## config.mk

```make
export PLATFORM = sky130hd
export DESIGN_NAME = smpdc_top
export DESIGN_NICKNAME = d
export VERILOG_FILES = /design/src/hw/smpdc_pkg.sv /design/src/hw/smpdc_step_if.sv /design/src/hw/smpdc_setting.sv /design/src/hw/smpdc_top.sv
export SDC_FILE = /design/constraint.sdc
export NUM_CORES = 1
export LEC_CHECK = 0
export ABC_CLOCK_PERIOD_IN_PS = 5850
export BUFFER_PORTS_ARGS = -buffer_cell sky130_fd_sc_hd__buf_2
export CAP_MARGIN = 20
export CORE_ASPECT_RATIO = 0.9
export CORE_MARGIN = 3
export CORE_UTILIZATION = 60
export CTS_CLUSTER_DIAMETER = 80
export DETAILED_ROUTE_END_ITERATION = 10
export PLACE_DENSITY_LB_ADDON = 0.25
export SYNTH_ARGS = -nofsm -noshare
export SYNTH_HDL_FRONTEND = slang
export SYNTH_SLANG_ARGS = --single-unit
```

## constraint.sdc

```tcl
create_clock -name clk -period 5.85 [get_ports clk]
set_input_delay 1.4625 -clock clk [delete_from_list [all_inputs] [get_ports clk]]
set_output_delay 1.4625 -clock clk [all_outputs]
set_load 0.1 [all_outputs]
```

## src/hw/smpdc_pkg.sv

```systemverilog
// Constants and types shared by the max power dither control block.
// Assumes one 40 MHz clock and an active low asynchronous reset.
//
// What this block does
// - Power is 8-bit setting times 8-bit voltage
// - Only the sign of power change matters
// - First pass uses minimum setting, present voltage
// - After first pass raise setting, set direction
// - Power rose: step again along the direction
// - Power fell: step opposite and update direction
// - Reduction acts only on over-voltage event
// - Over-voltage halts oscillation, lowers setting one step
// - Oscillation resumes at reduced setting afterwards
// - Comparator enabled means its change event enabled
// - Comparator event sets dither request, masks event
// - Request runs a pass and restarts watchdog
// - Pass end clears request, unmasks comparator event
// - Watchdog expiry resets control state, setting and outputs, not the synchronisers
// - Setting is upper 8 bits of 10-bit duty
// - Over-voltage comparator high means output too high
package smpdc_pkg;

  localparam int          SET_W      = 8;
  localparam int          DUTY_W     = 10;
  localparam int          VOLT_W     = 8;
  localparam int          PWR_W      = 16;
  localparam logic [7:0]  SET_MIN    = 8'h00;
  localparam logic [7:0]  SET_MAX    = 8'hFF;
  localparam logic [7:0]  SET_STEP   = 8'h01;
  localparam logic [1:0]  DUTY_LSB   = 2'h0;
  localparam logic [15:0] PWR_RST    = 16'h0000;
  localparam int          WDOG_MS    = 18;
  localparam int          CLK_KHZ    = 40000;
  localparam int          WDOG_CYC   = WDOG_MS * CLK_KHZ;
  localparam int          WDOG_W     = 20;
  localparam logic [7:0]  PULSE_CYC  = 8'h04;

  // Tracking pass sequencer states
  typedef enum logic [1:0] {
    SMPDC_IDLE    = 2'b00,
    SMPDC_CALC    = 2'b01,
    SMPDC_DECIDE  = 2'b10,
    SMPDC_FINISH  = 2'b11
  } smpdc_state_type;

endpackage : smpdc_pkg

```

## src/hw/smpdc_step_if.sv

```systemverilog
// Interface carrying a step request to the setting register module.
// Assumes both ends share clk.
`timescale 1ns/1ps
interface smpdc_step_if;
  logic       up;
  logic       down;
  logic [7:0] setting;
  modport ctrl (output up, output down, input setting);
  modport reg_side (input up, input down, output setting);
endinterface : smpdc_step_if

```

## src/hw/smpdc_setting.sv

```systemverilog
// Saturating 8-bit current setting register.
// Assumes at most one of up or down per cycle; down wins if both, except at minimum where up is taken.
`timescale 1ns/1ps
module smpdc_setting
  import smpdc_pkg::*;
(
  // Clock and reset
  input  wire logic clk,
  input  wire logic nrst,
  // Step requests
  smpdc_step_if.reg_side stp
);

  logic [7:0] set_r;
  logic [7:0] set_nxt;
  logic       at_min;
  logic       at_max;

  // Saturation limits
  assign at_min  = (set_r == SET_MIN);
  assign at_max  = (set_r == SET_MAX);
  assign set_nxt = (stp.down && !at_min) ? set_r - SET_STEP :
                   (stp.up && !at_max)   ? set_r + SET_STEP : set_r;
  assign stp.setting = set_r;

  // Setting register, starts at minimum
  always_ff @(posedge clk or negedge nrst) begin
    if (!nrst) begin
      set_r <= SET_MIN;
    end else begin
      set_r <= set_nxt;
    end
  end

endmodule : smpdc_setting

```

## src/hw/smpdc_top.sv

```systemverilog
// Max power point dither control: tracking passes, over-voltage trim,
// comparator event gating and watchdog.
// Assumes comparator and sampler inputs are asynchronous pins.
`timescale 1ns/1ps
module smpdc_top
  import smpdc_pkg::*;
#(
  parameter int WDOG_CYCLES = WDOG_CYC
)
(
  // Clock and reset
  input  wire logic              clk,
  input  wire logic              nrst,
  // Comparators and sampler
  input  wire logic              current_comparator,
  input  wire logic              overvoltage_comparator,
  input  wire logic [VOLT_W-1:0] panel_volt,
  // Control
  input  wire logic              current_comparator_en,
  // Outputs to reference and converter
  output logic [DUTY_W-1:0]      duty_out,
  output logic                   osc_halt,
  output logic                   dither_req,
  output logic                   cmp_event_en,
  output logic                   dir_up,
  output logic [PWR_W-1:0]       power_prev,
  output logic                   wdog_reset
);

  // ****************************************************
  // Input synchronisers
  // ****************************************************
  logic       cc_s1_r, cc_s2_r, cc_s3_r;
  logic       ov_s1_r, ov_s2_r, ov_s3_r;
  logic       en_s1_r, en_s2_r;
  logic [7:0] v_s1_r, v_s2_r, v_s3_r;
  logic [7:0] v_hold_r;
  logic [2:0] arm_r;
  logic       v_same;
  logic       sync_ok;

  // Two-stage sync, third stage for edge detection and for the sample agreement check
  always_ff @(posedge clk or negedge nrst) begin
    if (!nrst) begin
      {cc_s1_r, cc_s2_r, cc_s3_r} <= 3'h0;
      {ov_s1_r, ov_s2_r, ov_s3_r} <= 3'h0;
      {en_s1_r, en_s2_r}          <= 2'h0;
      v_s1_r <= 8'h00;
      v_s2_r <= 8'h00;
      v_s3_r <= 8'h00;
      v_hold_r <= 8'h00;
      arm_r  <= 3'h0;
    end else begin
      {cc_s1_r, cc_s2_r, cc_s3_r} <= {current_comparator, cc_s1_r, cc_s2_r};
      {ov_s1_r, ov_s2_r, ov_s3_r} <=
        {overvoltage_comparator, ov_s1_r, ov_s2_r};
      {en_s1_r, en_s2_r} <= {current_comparator_en, en_s1_r};
      v_s1_r <= panel_volt;
      v_s2_r <= v_s1_r;
      v_s3_r <= v_s2_r;
      v_hold_r <= v_same ? v_s2_r : v_hold_r;
      arm_r  <= {arm_r[1:0], 1'h1};
    end
  end

  // ****************************************************
  // Event decode
  // ****************************************************
  logic cc_toggle;
  logic ov_rise;
  logic ov_active;
  logic cc_event;

  // Edges count only once the chains hold real pin levels, so a pin
  // that idles high gives no false edge after reset
  assign sync_ok   = arm_r[2];
  assign cc_toggle = sync_ok && (cc_s2_r ^ cc_s3_r);
  assign ov_rise   = sync_ok && ov_s2_r && !ov_s3_r;
  // A sample changing at the sync edge may be caught half old, half
  // new; it is taken only once two synced copies agree
  assign v_same    = (v_s2_r == v_s3_r);
  assign ov_active = ov_s2_r;

  // ****************************************************
  // State
  // ****************************************************
  smpdc_state_type st_r, st_nxt;
  logic              req_r, req_nxt;
  logic              irq_en_r, irq_en_nxt;
  logic              dir_r, dir_nxt;
  logic              first_r, first_nxt;
  logic [PWR_W-1:0]  prev_r, prev_nxt;
  logic [PWR_W-1:0]  pwr_r, pwr_nxt;
  logic [WDOG_W-1:0] wd_r, wd_nxt;
  logic [7:0]        rst_cnt_r, rst_cnt_nxt;
  logic              halt_r;
  logic [DUTY_W-1:0] duty_r;
  logic              pass_done;
  logic              wd_expire;
  logic              power_rose;
  logic              track_up;
  logic              track_down;
  logic              self_rst_n;

  // ****************************************************
  // Setting register
  // ****************************************************
  smpdc_step_if stp ();

  smpdc_setting u_setting (
    .clk  (clk),
    .nrst (self_rst_n),
    .stp  (stp)
  );

  // Comparator event gated by its own enable and the mask flag
  assign cc_event  = cc_toggle && en_s2_r && irq_en_r;
  assign pass_done = (st_r == SMPDC_FINISH);
  assign wd_expire = (wd_r == WDOG_W'(WDOG_CYCLES - 1));
  assign power_rose = (pwr_r > prev_r);

  // Direction decision: sign of the power change only
  assign track_up = (st_r == SMPDC_DECIDE) &&
                    (first_r || (power_rose ? dir_r : !dir_r));
  assign track_down = (st_r == SMPDC_DECIDE) && !track_up;
  // Over-voltage trim wins over a tracking step in the same cycle
  assign stp.down = ov_rise || track_down;
  assign stp.up   = track_up && !ov_rise;

  // Next-state decode
  always_comb begin
    st_nxt    = st_r;
    pwr_nxt   = pwr_r;
    prev_nxt  = prev_r;
    dir_nxt   = dir_r;
    first_nxt = first_r;
    case (st_r)
      SMPDC_IDLE: begin
        if (req_r) begin
          st_nxt = SMPDC_CALC;
        end
      end
      SMPDC_CALC: begin
        // First pass uses setting at minimum after reset
        pwr_nxt = PWR_W'(stp.setting * v_hold_r);
        st_nxt  = SMPDC_DECIDE;
      end
      SMPDC_DECIDE: begin
        // Flag follows the step taken, an over-voltage trim included
        dir_nxt   = stp.up;
        prev_nxt  = pwr_r;
        first_nxt = 1'b0;
        st_nxt    = SMPDC_FINISH;
      end
      default: begin
        st_nxt = SMPDC_IDLE;
      end
    endcase
  end

  // ****************************************************
  // Request flag, event mask and watchdog
  // ****************************************************
  // Request flag: set wins over clear, mask re-opened at pass end
  assign req_nxt    = cc_event ? 1'b1 : (pass_done ? 1'b0 : req_r);
  assign irq_en_nxt = cc_event ? 1'b0 : (pass_done ? 1'b1 : irq_en_r);
  // Watchdog restarted by a running pass, and held at zero while its own reset pulse runs
  assign wd_nxt = (st_r == SMPDC_CALC) ? '0 : wd_r + 1'b1;
  assign rst_cnt_nxt = (rst_cnt_r != 8'h00) ? rst_cnt_r - 8'h01 :
                       (wd_expire ? PULSE_CYC : 8'h00);

  // Internal reset: pin reset or watchdog pulse. Taken from the pulse
  // flop, not a counter decode, so the reset net cannot glitch
  assign self_rst_n = nrst && !wdog_reset;

  // Watchdog and reset pulse, only pin reset clears them
  always_ff @(posedge clk or negedge nrst) begin
    if (!nrst) begin
      wd_r      <= '0;
      rst_cnt_r <= 8'h00;
      wdog_reset <= 1'b0;
    end else begin
      wd_r      <= (rst_cnt_r != 8'h00) ? '0 : wd_nxt;
      rst_cnt_r <= rst_cnt_nxt;
      wdog_reset <= (rst_cnt_nxt != 8'h00);
    end
  end

  // Control state, cleared by either reset source
  always_ff @(posedge clk or negedge self_rst_n) begin
    if (!self_rst_n) begin
      st_r     <= SMPDC_IDLE;
      req_r    <= 1'b0;
      irq_en_r <= 1'b1;
      dir_r    <= 1'b0;
      first_r  <= 1'b1;
      prev_r   <= PWR_RST;
      pwr_r    <= PWR_RST;
    end else begin
      st_r     <= st_nxt;
      req_r    <= req_nxt;
      irq_en_r <= irq_en_nxt;
      dir_r    <= dir_nxt;
      first_r  <= first_nxt;
      prev_r   <= prev_nxt;
      pwr_r    <= pwr_nxt;
    end
  end

  // Registered outputs
  always_ff @(posedge clk or negedge self_rst_n) begin
    if (!self_rst_n) begin
      halt_r <= 1'b0;
      duty_r <= {SET_MIN, DUTY_LSB};
    end else begin
      halt_r <= ov_active;
      duty_r <= {stp.setting, DUTY_LSB};
    end
  end

  assign duty_out     = duty_r;
  assign osc_halt     = halt_r;
  assign dither_req   = req_r;
  assign cmp_event_en = irq_en_r;
  assign dir_up       = dir_r;
  assign power_prev   = prev_r;

endmodule : smpdc_top
```

# ---- Word level (Yosys, flattened, before mapping)
# Cells that the tools add are included.
# Widths: inputs -> output; s select.
dict set report totals {
  ff_bits 127
  inputBits 13
  wordCells 79
}
dict set report classes {
  reduce_logical 26
  multipliers 1
  add_sub_neg 4
  bitwise 1
  n_mux 13
  order_cmp 1
  eq_ne 7
}
# operator n
set ops {}
lappend ops {{$mux 20} 2}
lappend ops {{$mux 8} 3}
lappend ops {{$add 20x1->20 const B} 1}
lappend ops {{$eq 20x20->1 const B} 1}
lappend ops {{$gt 16x16->1} 1}
lappend ops {{$mul 8x8->16} 1}
lappend ops {{$reduce_bool 8->1} 2}
lappend ops {{$sub 8x1->8 const B} 2}
lappend ops {{$logic_and 1x1->1} 11}
lappend ops {{$add 8x1->8 const B} 1}
lappend ops {{$eq 8x8->1} 1}
lappend ops {{$eq 8x8->1 const B} 1}
lappend ops {{$logic_not 8->1} 1}
lappend ops {{$logic_not 1->1} 7}
lappend ops {{$pmux 2 s3} 1}
lappend ops {{$mux 1} 5}
lappend ops {{$eq 2x2->1 const B} 2}
lappend ops {{$reduce_bool 2->1} 2}
lappend ops {{$mux 3} 1}
lappend ops {{$eq 2x1->1 const B} 1}
lappend ops {{$logic_not 2->1} 1}
lappend ops {{$logic_or 1x1->1} 2}
lappend ops {{$mux 2} 1}
lappend ops {{$ne 2x2->1 const B} 1}
lappend ops {{$xor 1x1->1} 1}

# ---- Logic depth before layout (Yosys ltp)
# Gate-level depths: netlist of run 1.
dict set report depth {
  depth_word 9
  depth_mapped 19
  mapped_depth_nobuf 18
}

# ---- Cells and area by module
# From an unflattened synthesis of run 1, not the netlist that was laid out.
dict set report unflattened {
  hier_cells 725
  area_unflattened_um2 7674.9
}
# mod cells_per_inst area_per_inst_um2 instances
set modules_own_cells {}
lappend modules_own_cells {smpdc_top 662 7021.7 1}
lappend modules_own_cells {smpdc_setting 63 653.1 1}

# ---- Worst setup path after synthesis of run 1
# No wires, ideal clock.
dict set report synth_path {
  path_type {reg2reg}
  startpoint {register u_setting.set_r[3] (netlist: u_setting.stp.setting[3])}
  endpoint {register pwr_r[14]}
  path_slack_ps 1115
  setup_time_ps 125
  n_path_buf 1
  t_arrival_ps 4611
  stages_incl_launch_ff 20
  t_required_ps 5725
  path_cell_list {dfrtp_1 > clkbuf_1 > and2_1 > fa_1 > inv_1 > fa_1 > inv_1 > fa_1 > inv_1 > fa_1 > inv_1 > ha_1 > or3_1 > a311oi_1 > o31ai_1 > o21ai_0 > nand2b_1 > a21oi_1 > xnor2_1 > mux2_2}
}
dict set report synth_between {
  elab_chain_len 1
}
# item line
set synth_rtl {}
lappend synth_rtl {{from (decl)} smpdc_setting.sv:14} ;# logic [7:0] set_r;
lappend synth_rtl {{from (signal assigned)} smpdc_setting.sv:31} ;# set_r <= set_nxt;
lappend synth_rtl {{$mul 8x8->16} smpdc_top.sv:145} ;# pwr_nxt = PWR_W'(stp.setting * v_hold_r);
lappend synth_rtl {{to (signal assigned)} smpdc_top.sv:206} ;# pwr_r <= pwr_nxt;
lappend synth_rtl {{to (decl)} smpdc_top.sv:93} ;# logic [PWR_W-1:0] pwr_r, pwr_nxt;
# No other way between the ends.
# A chain may end at the register's enable or synchronous reset.

# ---- Final worst setup path of run 1
# Same ends and word-level chain as after synthesis.

==> results of run 1 <==
area by class of cell:
cell class                 instances  share of cell area (%)
inverter                          91                    4.02
multi-input combinational        478                    46.4
sequential                       127                    37.5
timing repair buffer              45                    2.74
tap                              160                    2.36
clock inverter                    11                    1.65
clock buffer                      20                    5.38
through the flow:
step | setup WS, ns | area (um2) | util, % | total power [mW] | std cells
CTS | 0.900 | 8480 | 69.7 | 2.05 | 931
floorplan | 1.09 | 7530 | - | 0.960 | 714
global route | 0.576 | 8490 | 69.7 | 2.10 | 932
finish | 0.874 | 8490 | 69.7 | 2.03 | 932
detailed placement | 0.883 | 7890 | 64.8 | 0.989 | 900
global placement | 0.988 | 7890 | 64.8 | 0.985 | 900
per-layer routing:
metal	global-route usage, %	share of wire (%)
met5	0	0
met4	9.78	2.4
met3	5.79	4.9
met2	37.7	49
met1	30.4	44
cells in the final DEF, fill, tap and decap left out, drive strengths merged, types with 4 or more instances in the layout:
master / count
buf: 45
nand4: 14
nor2b: 4
clkbuf: 20
inv: 91
mux2: 23
ha: 65
nand2: 53
or3: 6
o22ai: 4
clkinv: 7
and2: 54
a21o: 6
nor4: 5
a21oi: 18
fa: 37
dfrtp: 125
nand3: 16
xor2: 17
xnor2: 27
nor3: 7
o21a: 4
nor2: 45
o21ai: 33
cells by family (layout without fill, tap and decap cells):
kind of cell / Yosys count / in the layout / share of synthesized area [%]
compound gates: 85 / 85 / 7.28
xor+xnor: 44 / 44 / 5.12
fa+ha+maj: 102 / 102 / 20.7
buf+inv: 109 / 167 / 5.55
flops: 127 / 127 / 42.3
mux: 26 / 26 / 3.94
other cells: 2 / 3 / 0.0998
simple gates: 218 / 218 / 15.1
power by group:
part / switching [mW] / internal, mW / total, mW
Sequential: 0.0257 / 0.900 / 0.926
Combinational: 0.0311 / 0.0155 / 0.0466
Clock: 0.371 / 0.686 / 1.06
Total: 0.427 / 1.60 / 2.03
worst min-delay path by stage:
stage          slack (ns)  cells past startpoint                 from                  end
2_1_floorplan        0.33                      0   arm_r[0]$_DFF_PN0_   arm_r[1]$_DFF_PN0_
3_3_place_gp         0.33                      0  v_s1_r[7]$_DFF_PN0_  v_s2_r[7]$_DFF_PN0_
3_5_place_dp         0.33                      0  v_s1_r[7]$_DFF_PN0_  v_s2_r[7]$_DFF_PN0_
4_1_cts              0.35                      0  v_s1_r[7]$_DFF_PN0_  v_s2_r[7]$_DFF_PN0_
5_1_grt              0.35                      0  v_s1_r[5]$_DFF_PN0_  v_s2_r[5]$_DFF_PN0_
6_report             0.35                      0  v_s1_r[7]$_DFF_PN0_  v_s2_r[7]$_DFF_PN0_
worst max-delay path: cells and delay by family (launching register included):
family	cells	cell delay, ns
fa+ha+maj	5	2.27
compound gates	4	0.84
simple gates	3	0.69
flops	1	0.53
mux	1	0.26
buf+inv	4	0.19
xor+xnor	1	0.08
==> impl_metrics.csv, run 1 <==
group,metric,value,unit
run_status,status,"finished, final reports clean",
synth,synthTopCellsByCount,"125 x dfrtp_1, 91 x inv_1, 65 x ha_1",
synth,ys_seq_area_share,42.3,%
timing,setup_viol,0,
synth,synth_cell_types,53,
drt,avgRoutedWirePerCell,15.5,um
final_layout,multi_input_area,0.00394,mm2
timing,period_needed,4.98,ns
worst_setup_path,critical_path.cell_chain,"and2_1 > fa_1 > inv_1 > fa_1 > inv_1 > fa_1 > inv_1 > fa_1 > inv_1 > ha_1 > or3_1 > a311oi_1 > o31ai_1 > o21ai_0 > nand2b_1 > a21oi_1 > xnor2_1 > mux2_2",
synth,ys_seq_elements,127,
clock_network,clkSinkCount,127,
drt,drc,0,
clock_network,clockBufferDepth,2,
final_layout,largest_reg_flops,20,
placement,io_buffers,41,
power_and_ir_drop,total_leakage_power,4.37,nW
drt,viasPerCell,5.47,
clock_network,postCtsSetupBuffers,0,
final_layout,largest_register,"wd_r",
floorplanning,io_pins,44,
global_route,grt_usage,23.4,%
worst_setup_path,crit_fanout,13,
worst_setup_path,crit_type,"reg -> reg",
clock_network,cts_buffers,17,
final_layout,seqCellArea,0.00318,mm2
floorplanning,start_util,61.8,%
clock_network,cts_tree,"yes",
drt,first_pass_iters,4,
worst_setup_path,crit_start,"u_setting.stp.setting[3]$_DFFE_PN0P_",
synth,yosysWarnings,0,
timing,hold_viol,0,
synth,syn_avg_cell_area,10.6,um2
final_layout,fin_nets,875,
synth,ys.flop_type,"dfrtp_1",
global_route,grt_pass1_vias,5468,
timing,fin_skew,0.0101,ns
final_layout,syn_to_final_growth,12.8,%
timing,worst_slew_pin_slew,0.871,ns
floorplanning,dieArea,0.0139,mm2
clock_network,cts_max_level,4,
clock_network,cts_resized,0,
final_layout,fillers,894,
worst_setup_path,r2r_cells,18,
floorplanning,placement_rows,38,
global_route,antenna_found_initial,0,
timing,timing.final.crit_share,85.1,%
clock_network,path_clk_slew,0.06,ns
clock_network,worstSkewPairLatency,0.42,ns
synth,yosysMostFrequentCell,"dfrtp_1",
global_route,grt_pass1_wl,25500,um
placement,dpl.hpwl,10700,um
synth,synth_enable_flop_cells,0,
worst_setup_path,critPathSlowestCell,"dfrtp_1",
synth,synth_top_cells_by_area,"dfrtp_1 42%, ha_1 11%, fa_1 9.8%",
timing,clock.fmax,201,MHz
timing,report.final.slew_viol_count,0,
global_route,grt_max_degree,73,
global_route,overflow,0,
power_and_ir_drop,ir_drop,328,uV
drt,postRouteAntennaNets,0,
worst_setup_path,cpPeakStageDelay,0.53,ns
worst_setup_path,cp.required,6.15,ns
timing,holdWs,0.345,ns
drt,vias,5095,
placement,gp_congestion,0.822,
hold_path,hold_class,"reg -> reg",
job,drv_cap,0,
clock_network,root_buffer,"clkbuf_16",
timing,slew-limit-headroom,41.2,%
drt,drt_wl_total,14400,um
timing,setup_tns,0,ns
synth,netlist_area,0.00752,mm2
synth,synth_top_area_cell,"dfrtp_1",
final_layout,antennaDiodeCount,0,
drt,drt-initial-drc-count,244,
clock_network,cts_hold_buf,0,
floorplanning,fp.coreArea,0.0122,mm2
worst_setup_path,cp.arrival,5.28,ns
worst_setup_path,cp-endpoint,"pwr_r[14]$_DFFE_PN0P_",
floorplanning,die_h,112,um
worst_setup_path,cp-end-kind,"flip-flop",
worst_setup_path,r2r-end,"pwr_r[14]$_DFFE_PN0P_",
timing,rsz0062_at_grt,"no",
synth,async_reset_ff_share,100,%
synth,netlist_instances,713,
floorplanning,fp.dieW,124,um
worst_setup_path,r2r_start,"u_setting.stp.setting[3]$_DFFE_PN0P_",
power_and_ir_drop,power_density,239,mW/mm2
worst_setup_path,worst-r2r-setup-slack,0.87,ns
final_layout,layout-drive-gt1-share,14.2,%
synth,synth_top_area_share,41.6,%
worst_setup_path,startpoint_type,"flip-flop",
(Power assumes the default switching activity.)
==> inputs of run 2 (changes only) <==
--- a/config.mk
+++ b/config.mk
@@ -13,7 +13,7 @@
 export CORE_UTILIZATION = 60
 export CTS_CLUSTER_DIAMETER = 80
 export DETAILED_ROUTE_END_ITERATION = 10
-export PLACE_DENSITY_LB_ADDON = 0.25
+export PLACE_DENSITY = 0.87
 export SYNTH_ARGS = -nofsm -noshare
 export SYNTH_HDL_FRONTEND = slang
 export SYNTH_SLANG_ARGS = --single-unit
==> run 2 against run 1 <==
Compared with the run above:
- first-iteration DRC count is 30% higher
- core utilization is 0.093 points higher
- count of clock-buffer cells in the layout is the same
- cell area rose by 0.13%
- via count increased by 2.5%
- hold slack gained 0.00063 ns
- clock power about the same
- sequential power barely moved
- largest cell class unchanged
- critical endpoint unchanged
- combinational power is essentially flat
- critical path type unchanged
- global-route usage rose by 0.60 points
- critical path depth decreased by 1
- largest power group unchanged
==> impl_metrics.csv, run 2 (same netlist as run 1, synthesis figures left out) <==
group,metric,value,unit
run_status,status,"finished, final reports clean",
clock_network,cts_tree,"yes",
hold_path,min_from,"v_s1_r[1]$_DFF_PN0_",
floorplanning,fp.dieW,124,um
floorplanning,die_h,112,um
power_and_ir_drop,p_int,1.60,mW
timing,slew-limit-headroom,43.2,%
final_layout,final_area,0.00850,mm2
final_layout,fin_nets,875,
clock_network,path_clk_slew,0.06,ns
timing,setup_tns,0,ns
timing,worst_slack,0.597,ns
timing,worst_slew_pin_slew,0.840,ns
power_and_ir_drop,p_clk_share,52.7,%
clock_network,clkSinkCount,127,
timing,holdWs,0.346,ns
clock_network,worstSkewPairLatency,0.41,ns
power_and_ir_drop,switching_share,22.2,%
drt,vias,5220,
global_route,grt_usage,24.0,%
timing,timing.final.crit_share,89.8,%
placement,dp_cells,901,
worst_setup_path,crit_fanout,13,
power_and_ir_drop,power.total,2.06,mW
clock_network,cts_resized,0,
final_layout,multi_input_area,0.00394,mm2
floorplanning,start_util,61.8,%
final_layout,final_common_cell,"dfrtp_1",
timing,fin_skew,0.00933,ns
clock_network,cts_max_level,4,
final_layout,seqCellArea,0.00318,mm2
power_and_ir_drop,switching_power,456,uW
global_route,grt_pass1_vias,5719,
global_route,grt_max_degree,73,
floorplanning,fp.coreArea,0.0122,mm2
worst_setup_path,cp.arrival,5.55,ns
clock_network,clockBufferDepth,2,
final_layout,instances_no_fill,933,
final_layout,layout-drive-gt1-share,14.2,%
global_route,antenna_found_initial,0,
clock_network,postCtsSetupBuffers,0,
timing,rsz0062_at_grt,"no",
timing,report.final.slew_viol_count,0,
power_and_ir_drop,total_leakage_power,4.37,nW
floorplanning,placement_rows,38,
power_and_ir_drop,combPwrFrac,2.3,%
worst_setup_path,crit_type,"reg -> reg",
clock_network,cts_hold_buf,0,
final_layout,largest_reg_flops,20,
placement,pre_cts_slack,0.766,ns
final_layout,postLayoutCoreUtil,69.8,%
job,drv_cap,0,
drt,drt-initial-drc-count,318,
worst_setup_path,startpoint_type,"flip-flop",
worst_setup_path,cp.required,6.15,ns
worst_setup_path,worst-r2r-setup-slack,0.60,ns
final_layout,antennaDiodeCount,0,
drt,drc,0,
floorplanning,io_pins,44,
hold_path,hold_class,"reg -> reg",
final_layout,fillers,824,
drt,avgRoutedWirePerCell,16.4,um
hold_path,whs_path_depth,0,
global_route,grt_pass1_wl,26400,um
drt,drt_wl_total,15300,um
drt,viasPerCell,5.59,
clock_network,cts_buffers,17,
timing,period_needed,5.25,ns
drt,postRouteAntennaNets,0,
worst_setup_path,r2r_cells,17,
final_layout,final_cell_mix,"125 x dfrtp_1, 91 x inv_1, 65 x ha_1, 54 x and2_1, 53 x nand2_1",
final_layout,largest_register,"wd_r",
timing,hold_viol,0,
power_and_ir_drop,sequentialPowerShare,45.0,%
worst_setup_path,cp-end-kind,"flip-flop",
power_and_ir_drop,ir_drop,220,uV
timing,clock.fmax,190,MHz
floorplanning,dieArea,0.0139,mm2
clock_network,root_buffer,"clkbuf_16",
placement,io_buffers,41,
final_layout,syn_to_final_growth,13.0,%
worst_setup_path,r2r_start,"u_setting.stp.setting[0]$_DFFE_PN0P_",
placement,dpl.hpwl,11300,um
worst_setup_path,r2r-end,"pwr_r[14]$_DFFE_PN0P_",
placement,place_area,0.00789,mm2
timing,setup_viol,0,
power_and_ir_drop,power_density,242,mW/mm2
hold_path,hold_end,"v_s2_r[1]$_DFF_PN0_",
drt,first_pass_iters,5,
placement,gp_congestion,0.852,
global_route,overflow,0,
[run 2: cell types whose count changed in the layout (fill, tap and decap cells not counted), sizes merged]
cell / delta
inv: +3
clkinv: -3
clkinvlp: +1
[run 2: layer usage]
layer,GRT usage (%),vias to the layer above,share of wire [%]
met3,5.74,31,4.6
met1,30.3,2578,43
li1,-,2439,-
met4,9.42,0,2.1
met2,40.0,172,51
met5,0,-,0
[run 2: worst max-delay path by stage]
stage,start,endpoint,slack [ns],depth (start not counted)
after CTS,u_setting.stp.setting[3]$_DFFE_PN0P_,pwr_r[14]$_DFFE_PN0P_,0.65,18
final,u_setting.stp.setting[0]$_DFFE_PN0P_,pwr_r[14]$_DFFE_PN0P_,0.60,17
after global routing,u_setting.stp.setting[0]$_DFFE_PN0P_,pwr_r[14]$_DFFE_PN0P_,0.47,17
after global placement,u_setting.stp.setting[3]$_DFFE_PN0P_,pwr_r[14]$_DFFE_PN0P_,0.99,18
after detailed placement,u_setting.stp.setting[3]$_DFFE_PN0P_,pwr_r[14]$_DFFE_PN0P_,0.77,18
after floorplan,nrst,dir_up$_DFFE_PN0P_,1.09,1
[run 2: layout make-up]
cell class | count | share of cell area (%)
well taps | 160 | 2.36
inverters | 91 | 4.02
flip-flops and latches | 127 | 37.4
multi-input cells | 478 | 46.3
clock buffers | 20 | 5.26
repair buffers | 45 | 2.77
clock inverters | 12 | 1.87
[run 2: power groups by stage]
stage	Sequential, mW	Clock [mW]	Combinational, mW
5_1_grt	0.929	1.14	0.0532
3_3_place_gp	0.938	0	0.0465
4_1_cts	0.926	1.10	0.0486
2_1_floorplan	0.933	0	0.0270
6_report	0.926	1.08	0.0469
3_5_place_dp	0.941	0	0.0484
[run 2: worst max-delay path: stages (launching register included)]
cell,delay [ns]
dfrtp_1,0.61
nand2_1,0.15
fa_1,0.52
fa_1,0.54
inv_1,0.05
fa_1,0.52
inv_1,0.05
fa_1,0.53
inv_1,0.05
ha_1,0.24
or3_1,0.36
a311oi_1,0.41
o31ai_1,0.20
o21ai_0,0.24
nand2b_1,0.08
a21oi_1,0.20
xnor2_1,0.09
mux2_2,0.27
